File: config.mk
export PLATFORM = sky130hd
export DESIGN_NAME = pcsd_decoder
export DESIGN_NICKNAME = d
export VERILOG_FILES = /design/src/pcsd_pkg.sv /design/src/pcsd_decoder.sv /design/src/pcsd_window_match.sv
export SDC_FILE = /design/constraint.sdc
export NUM_CORES = 1
export LEC_CHECK = 0
export ABC_AREA = 1
export BUFFER_PORTS_ARGS = -buffer_cell sky130_fd_sc_hd__buf_2
export CAP_MARGIN = 0
export CORE_ASPECT_RATIO = 0.5
export CORE_MARGIN = 3
export CORE_UTILIZATION = 43
export CTS_CLUSTER_SIZE = 30
export DETAILED_ROUTE_END_ITERATION = 16
export MAX_ROUTING_LAYER = met4
export PLACE_DENSITY = 0.76
export SLEW_MARGIN = 10
export SYNTH_ARGS = -nofsm -noshare
export SYNTH_HDL_FRONTEND = slang
export SYNTH_SLANG_ARGS = --single-unit
File: constraint.sdc
create_clock -name clk -period 1.8 [get_ports clk]
set_clock_uncertainty 0.1 [all_clocks]
set_input_delay 0.18 -clock clk [delete_from_list [all_inputs] [get_ports clk]]
set_output_delay 0.18 -clock clk [all_outputs]
set_load 0.01 [all_outputs]
File: src/pcsd_pkg.sv
/*
 * Package for the programmable chip select 0 decoder: register indices,
 * field positions, reset values and mode encodings.
 * Assumes an 8-bit indexed register space behind a 32-bit Avalon-MM slave.
 */
package pcsd_pkg;

	// Indices are word addresses, so byte address = 4 * index
	localparam logic [7:0] PCSD_IDX_MODE = 8'h20;
	localparam logic [7:0] PCSD_IDX_START = 8'h21;
	localparam logic [7:0] PCSD_IDX_END = 8'h22;
	localparam logic [7:0] PCSD_IDX_UPPER = 8'h23;

	localparam logic [7:0] PCSD_RST_MODE = 8'h00;
	localparam logic [7:0] PCSD_RST_START = 8'h00;
	localparam logic [7:0] PCSD_RST_END = 8'h00;
	localparam logic [7:0] PCSD_RST_UPPER = 8'h00;

	// Mode register fields
	localparam int PCSD_SEL_LSB = 0;
	localparam int PCSD_TRAP_LSB = 2;
	localparam int PCSD_MON_BIT = 4;
	localparam int PCSD_DSIZE_BIT = 5;
	localparam int PCSD_SPACE_BIT = 7;
	localparam logic [7:0] PCSD_MODE_WMASK = 8'hBF;

	// Select mode encodings
	localparam logic [1:0] PCSD_SEL_OFF = 2'h0;
	localparam logic [1:0] PCSD_SEL_RD = 2'h1;
	localparam logic [1:0] PCSD_SEL_WR = 2'h2;
	localparam logic [1:0] PCSD_SEL_ADDR = 2'h3;

	// Trap mode encodings
	localparam logic [1:0] PCSD_TRAP_OFF = 2'h0;
	localparam logic [1:0] PCSD_TRAP_RD = 2'h1;
	localparam logic [1:0] PCSD_TRAP_WR = 2'h2;
	localparam logic [1:0] PCSD_TRAP_RW = 2'h3;

endpackage

File: src/pcsd_decoder.sv
/*
 * Programmable chip select 0 decoder with its register file.
 * Assumes bus address, cycle-type and strobes come from the clk domain;
 * registers are reached over a 32-bit Avalon-MM slave with waitrequest.
 */
// Register access over Avalon-MM was chosen for this implementation.

// Behaviour
// RULE1: Select mode 00 never asserts chip select; this is the reset value.
// RULE2: Mode 01 selects on hit with read strobe; mode 10 with write strobe.
// RULE3: Mode 11 selects on any address hit, ignoring strobes.
// RULE4: Start value is low bound, compared with A[7:0] I/O, A[15:8] memory.
// RULE5: End value is upper bound, compared with A[7:0] I/O, A[15:8] memory.
// RULE6: I/O window spans one to 256 bytes, byte granularity.
// RULE7: Memory window spans 256 bytes to 64 KB, 256-byte granularity.
// RULE8: I/O hit also needs upper match register equal to A[15:8].
// RULE9: Memory hit needs upper match low nibble equal to A[19:16].
// RULE10: Space select bit: clear means I/O decode, set means memory decode.
// RULE11: Trap mode raises NMI on none, read, write or both cycle kinds.
// RULE12: Hit needs start<=field<=end, upper match, and matching cycle space.
// RULE13: Start, end, upper match are 8-bit RW registers reset to zero.
module pcsd_decoder
	import pcsd_pkg::*;
(
	input wire logic clk,
	input wire logic rst_n,
	input wire logic [9:0] avs_address,
	input wire logic avs_read,
	input wire logic avs_write,
	input wire logic [31:0] avs_writedata,
	input wire logic [3:0] avs_byteenable,
	output logic [31:0] avs_readdata,
	output logic avs_waitrequest,
	output logic [1:0] avs_response,
	input wire logic [19:0] sys_addr,
	input wire logic sys_io_cycle,
	input wire logic sys_mem_cycle,
	input wire logic sys_rd_strobe,
	input wire logic sys_wr_strobe,
	output logic cs0_select,
	output logic cs0_nmi
);

	logic [7:0] mode_q;
	logic [7:0] start_q;
	logic [7:0] end_q;
	logic [7:0] upper_q;
	logic [31:0] rdata_q;
	logic [1:0] resp_q;
	logic ack_q;
	logic cs_q;
	logic nmi_q;

	wire logic [7:0] reg_idx;
	wire logic idx_hi_zero;
	wire logic sel_mode;
	wire logic sel_start;
	wire logic sel_end;
	wire logic sel_upper;
	wire logic mapped;
	wire logic bus_req;
	wire logic wr_lane0;
	wire logic [7:0] wbyte;
	wire logic [7:0] rd_byte;
	wire logic hit;
	wire logic [1:0] sel_field;
	wire logic [1:0] trap_field;
	wire logic space_mem;
	wire logic cs_d;
	wire logic nmi_d;

	// Word address = index, byte address = 4 * index
	assign reg_idx = avs_address[7:0];
	assign idx_hi_zero = (avs_address[9:8] == 2'h0);
	assign sel_mode = idx_hi_zero && (reg_idx == PCSD_IDX_MODE);
	assign sel_start = idx_hi_zero && (reg_idx == PCSD_IDX_START);
	assign sel_end = idx_hi_zero && (reg_idx == PCSD_IDX_END);
	assign sel_upper = idx_hi_zero && (reg_idx == PCSD_IDX_UPPER);
	assign mapped = sel_mode || sel_start || sel_end || sel_upper;

	// One wait cycle per access; the answer lands on the second edge
	assign bus_req = (avs_read || avs_write) && !ack_q;
	assign avs_waitrequest = !ack_q;
	assign avs_readdata = rdata_q;
	assign avs_response = resp_q;

	// Writes commit on the edge that ends the request
	assign wr_lane0 = avs_write && ack_q && avs_byteenable[0];
	assign wbyte = avs_writedata[7:0];

	assign rd_byte = sel_mode ? mode_q
		: sel_start ? start_q
		: sel_end ? end_q
		: sel_upper ? upper_q
		: 8'h00; // RULE13

	always_ff @(posedge clk) begin
		if (!rst_n) begin
			ack_q <= 1'b0;
			rdata_q <= 32'h0000_0000;
			resp_q <= 2'h0;
		end else begin
			ack_q <= bus_req;
			rdata_q <= {24'h00_0000, rd_byte};
			// Unmapped index answers SLVERR but still completes
			resp_q <= mapped ? 2'h0 : 2'h2;
		end
	end

	// Reserved bit D6 is never stored and reads as zero
	always_ff @(posedge clk) begin
		if (!rst_n) begin
			mode_q <= PCSD_RST_MODE; // RULE1 RULE10 RULE11
		end else if (wr_lane0 && sel_mode) begin
			mode_q <= wbyte & PCSD_MODE_WMASK;
		end
	end

	always_ff @(posedge clk) begin
		if (!rst_n) begin
			start_q <= PCSD_RST_START; // RULE13
			end_q <= PCSD_RST_END; // RULE13
			upper_q <= PCSD_RST_UPPER; // RULE13
		end else begin
			if (wr_lane0 && sel_start) begin
				start_q <= wbyte; // RULE13
			end
			if (wr_lane0 && sel_end) begin
				end_q <= wbyte; // RULE13
			end
			if (wr_lane0 && sel_upper) begin
				upper_q <= wbyte; // RULE13
			end
		end
	end

	assign sel_field = mode_q[PCSD_SEL_LSB +: 2];
	assign trap_field = mode_q[PCSD_TRAP_LSB +: 2];
	assign space_mem = mode_q[PCSD_SPACE_BIT]; // RULE10

	pcsd_window_match u_match (
		.addr(sys_addr),
		.io_cycle(sys_io_cycle),
		.mem_cycle(sys_mem_cycle),
		.space_mem(space_mem),
		.win_start(start_q),
		.win_end(end_q),
		.upper_match(upper_q),
		.hit(hit)
	);

	assign cs_d = (sel_field == PCSD_SEL_RD) ? (hit && sys_rd_strobe) // RULE2
		: (sel_field == PCSD_SEL_WR) ? (hit && sys_wr_strobe) // RULE2
		: (sel_field == PCSD_SEL_ADDR) ? hit // RULE3
		: 1'b0; // RULE1

	// NMI also needs the chip select enabled; trap mode picks the strobe
	assign nmi_d = (sel_field != PCSD_SEL_OFF) && hit &&
		(((trap_field == PCSD_TRAP_RD) && sys_rd_strobe) ||
		((trap_field == PCSD_TRAP_WR) && sys_wr_strobe) ||
		((trap_field == PCSD_TRAP_RW) &&
		(sys_rd_strobe || sys_wr_strobe))); // RULE11

	// Registered outputs: one cycle of latency from bus inputs
	always_ff @(posedge clk) begin
		if (!rst_n) begin
			cs_q <= 1'b0;
			nmi_q <= 1'b0;
		end else begin
			cs_q <= cs_d;
			nmi_q <= nmi_d;
		end
	end

	assign cs0_select = cs_q;
	assign cs0_nmi = nmi_q;
endmodule

File: src/pcsd_window_match.sv
/*
 * Address window comparator for chip select 0.
 * Assumes the system bus address and cycle type are sampled in clk domain.
 */
module pcsd_window_match
	import pcsd_pkg::*;
(
	input wire logic [19:0] addr,
	input wire logic io_cycle,
	input wire logic mem_cycle,
	input wire logic space_mem,
	input wire logic [7:0] win_start,
	input wire logic [7:0] win_end,
	input wire logic [7:0] upper_match,
	output logic hit
);

	wire logic [7:0] cmp_field;
	wire logic upper_ok;
	wire logic in_range;
	wire logic space_ok;

	// I/O compares A[7:0]; memory compares A[15:8] (256-byte blocks)
	assign cmp_field = space_mem ? addr[15:8] : addr[7:0]; // RULE4 RULE5 RULE6 RULE7
	// Memory ignores the upper nibble of the match register
	assign upper_ok = space_mem ? (upper_match[3:0] == addr[19:16]) // RULE9
		: (upper_match == addr[15:8]); // RULE8
	assign in_range = (cmp_field >= win_start) && (cmp_field <= win_end); // RULE12
	assign space_ok = space_mem ? mem_cycle : io_cycle; // RULE10
	assign hit = in_range && upper_ok && space_ok; // RULE12

endmodule
==> impl_results.md <==
* Drt via density at 4.91
* Starting density of the core at 46.1%
* Min cycle time layout at 1.79 ns
* Worst R2R End: cs0_nmi$_SDFF_PN0_
* DRT Pass-1 Iters at 4
* VDD IR max at 0.416 mV
* Mapped Avg Cell Area at 7.00 um^2
* Cell area after layout at 3230 um^2
* Final cell count without fillers at 515
* Root Buffer: clkbuf_16
* Vias in the first global route at 2176
* Die W at 116 um
* Hold Crit Depth at 3
* Synth cell types at 31
* Die area at 7120 um^2
* Core Region at 5680 um^2
* Largest net degree at the start of global routing at 19
* Sequential cell area at 865 um^2
* Seq/Total Area, Yosys at 32.9%
* Final GP Congestion at 0.936
* Diode count at 0
* HPWL after DPL at 5330 um
* Crit path DAT at 1.92 ns
* Num rows at 19
* Maximum buffer depth of the clock tree at 2
* Worst path required time at 1.93 ns
* Hold-critical path endpoint: ack_q$_SDFF_PN0_
* Area of the multi-input gates at 1530 um^2
* Tot Pwr at 2.24 mW
* Area Overhead vs Synth at 23.5%
* Largest cells by area after synthesis: dfxtp_1 (33%), nand2_1 (10%), o21ai_0 (9.0%)
* Final hold vios at 0
* Flops & latches, synth at 43
* Global routing usage on met2 at 29.3%
* Comb pwr share at 11.7%
* Outcome: completed
* Setup-failing EPs final at 0
* DRC Markers at 0
* Slew Limit Fails at 0
* IO Port Bufs at 58
* Asr flop ratio synth at 0%
* Achievable Freq at 0.559 GHz
* R2R depth at 9
* Initial antenna violation count at 0
* Grt met1 use at 28.0%
* Chip Height at 61.2 um
* Setup tns final at 0 ns
* Filler cells at 534
* Post-synth top flop: dfxtp_1
* Seq pwr share at 42.5%
* Post-synth top area share at 32.9%
* Final #Nets at 531
* Number of synthesized flops with an enable pin at 0
* Clock-pin transition on the worst setup and hold timing paths at 0.06 ns
* Htree depth at 2
* LEAKAGE at 1.49 nW
* Max cap viols at 0
* Final antenna-violating net count at 0
* 1st-iter DRT viols at 215
* Busiest grt layer: met2
* Hold Crit Start: avs_read
* Commonest non-fill, non-tap cell in the layout: nand2_1
* Final worst path period share at 99.4%
* DR vias at 2527
* Critical Path End Type: flop
* Int Power at 1.71 mW
* Skew-Pair Late Insertion Delay at 0.28 ns
* Placement Cell Area at 2920 um^2
* Wire per inst at 13.7 um
* Pwr Density at 694 nW/um^2
* First-pass GRT wire length at 10500 um
* RSZ-0062 raised after global routing: true
* Sw frac at 24.0%
* Yosys top cell by area: dfxtp_1
* Post-Synthesis Cells at 374
* CTS tree: done
* I/O pin total at 111
* Ys Warns at 0
* Worst-path fanout max at 8
* Clock Power Share at 45.7%
* Hold/Removal Path Class: in2reg
* Utilization after layout at 56.9%
* Met3 usage at 3.43%
* Post-synthesis instance area at 2620 um^2
* Final WL at 7040 um
* Inst Count DP at 504
* Critical path startpoint category: flop
* Critical R2R Launch: mode_q[7]$_SDFFE_PN0P_
* Total gr overflow at 0
* Clock buffer count from CTS at 5
* Num Clock Sinks at 43
* Reg2Reg Setup Slack at 0.01 ns
* Total track usage at 19.9%
* P_sw at 538 uW
* Most frequent cells in the layout: nand2_1 (66), buf_2 (58), inv_1 (49)
* Share of cells above drive strength 1 at 24.7%
* Crit Path Class: reg2reg
## how the worst max path moves through the flow
stage                            endpoint  cells after the start                    from
floorplan           cs0_select$_SDFF_PN0_                     14  mode_q[7]$_SDFFE_PN0P_
global placement    cs0_select$_SDFF_PN0_                     12  mode_q[7]$_SDFFE_PN0P_
detailed placement  cs0_select$_SDFF_PN0_                      9  mode_q[7]$_SDFFE_PN0P_
CTS                 cs0_select$_SDFF_PN0_                     12  mode_q[7]$_SDFFE_PN0P_
global route           cs0_nmi$_SDFF_PN0_                     10  mode_q[7]$_SDFFE_PN0P_
finish                 cs0_nmi$_SDFF_PN0_                      9  mode_q[7]$_SDFFE_PN0P_
## per-stage QoR
step / hold WS (ns) / setup WS, ns
global route: 0.0803 / -0.0659
finish: 0.0623 / 0.0105
detailed placement: 0.336 / -0.217
CTS: 0.0642 / 0.00689
floorplan: 0.218 / 0.00518
global placement: 0.326 / -0.142
## state kept, by name, indices dropped and copies added (netlist names)
signal / cells
ack_q: 1
upper_q: 8
start_q: 8
mode_q: 7
end_q: 8
avs_response: 1
avs_readdata: 8
cs0_nmi: 1
cs0_select: 1
## cells by family after synthesis
group                      after synthesis  synth area share [%]
other                                    1                 0.143
buffers and inverters                   85                  16.3
adders and majority gates               16                  7.64
xor gates and xnor gates                 4                  1.34
muxes                                    1                 0.382
AOI/OAI and AO/OA                       97                  19.2
and+or+nand+nor                        127                  22.2
DFF                                     43                  32.9
## synthesized netlist by cell type (all sizes together), types with 2 or more instances
| master | count |
|---|---|
| nand2 | 71 |
| inv | 52 |
| o21ai | 47 |
| a21oi | 44 |
| dfxtp | 43 |
| nor2 | 32 |
| buf | 29 |
| ha | 16 |
| nand3 | 15 |
| nand4 | 5 |
| clkbuf | 4 |
| xnor2 | 3 |
| o21a | 2 |
## metal layers
| layer | part of all wire [%] | up-vias |
|---|---|---|
| met5 | 0 | - |
| met4 | 1.4 | 0 |
| met3 | 8.3 | 10 |
| met2 | 42 | 115 |
| met1 | 48 | 1098 |
| li1 | - | 1304 |
## repair_timing
action	in CTS	in global routing
buffers inserted	0	2
pin swaps	0	8
cloned	0	1
hold buffers	0	0
resized for setup	12	27
endpoints found under the setup margin	2	2
## power groups by stage
| stage | logic [mW] | clock network, mW | registers [mW] |
|---|---|---|---|
| after floorplan | 0.173 | 0 | 0.978 |
| after global placement | 0.228 | 0 | 0.977 |
| after detailed placement | 0.234 | 0 | 0.977 |
| after CTS | 0.242 | 1.04 | 0.956 |
| after global routing | 0.294 | 1.08 | 0.954 |
| final | 0.263 | 1.03 | 0.954 |
## critical path, stage by stage (launching register included)
cell and delay, ns:
dfxtp_4 0.40, inv_8 0.06, o21ai_2 0.20, ha_1 0.29, a21oi_1 0.18, o21a_1 0.14, nand2_1 0.07, nand2_2 0.08
nand3_4 0.09, nor2_2 0.11
## area by class of cell
cell class	instances	share of cell area [%]
inverters	52	6.27
clock inverters	3	1.35
flip-flops and latches	43	26.7
repair buffers	68	11.4
multi-input cells	270	47.4
well taps	73	2.82
repair inverters	1	0.193
clock buffers	5	3.87
(Power assumes the default switching activity.)
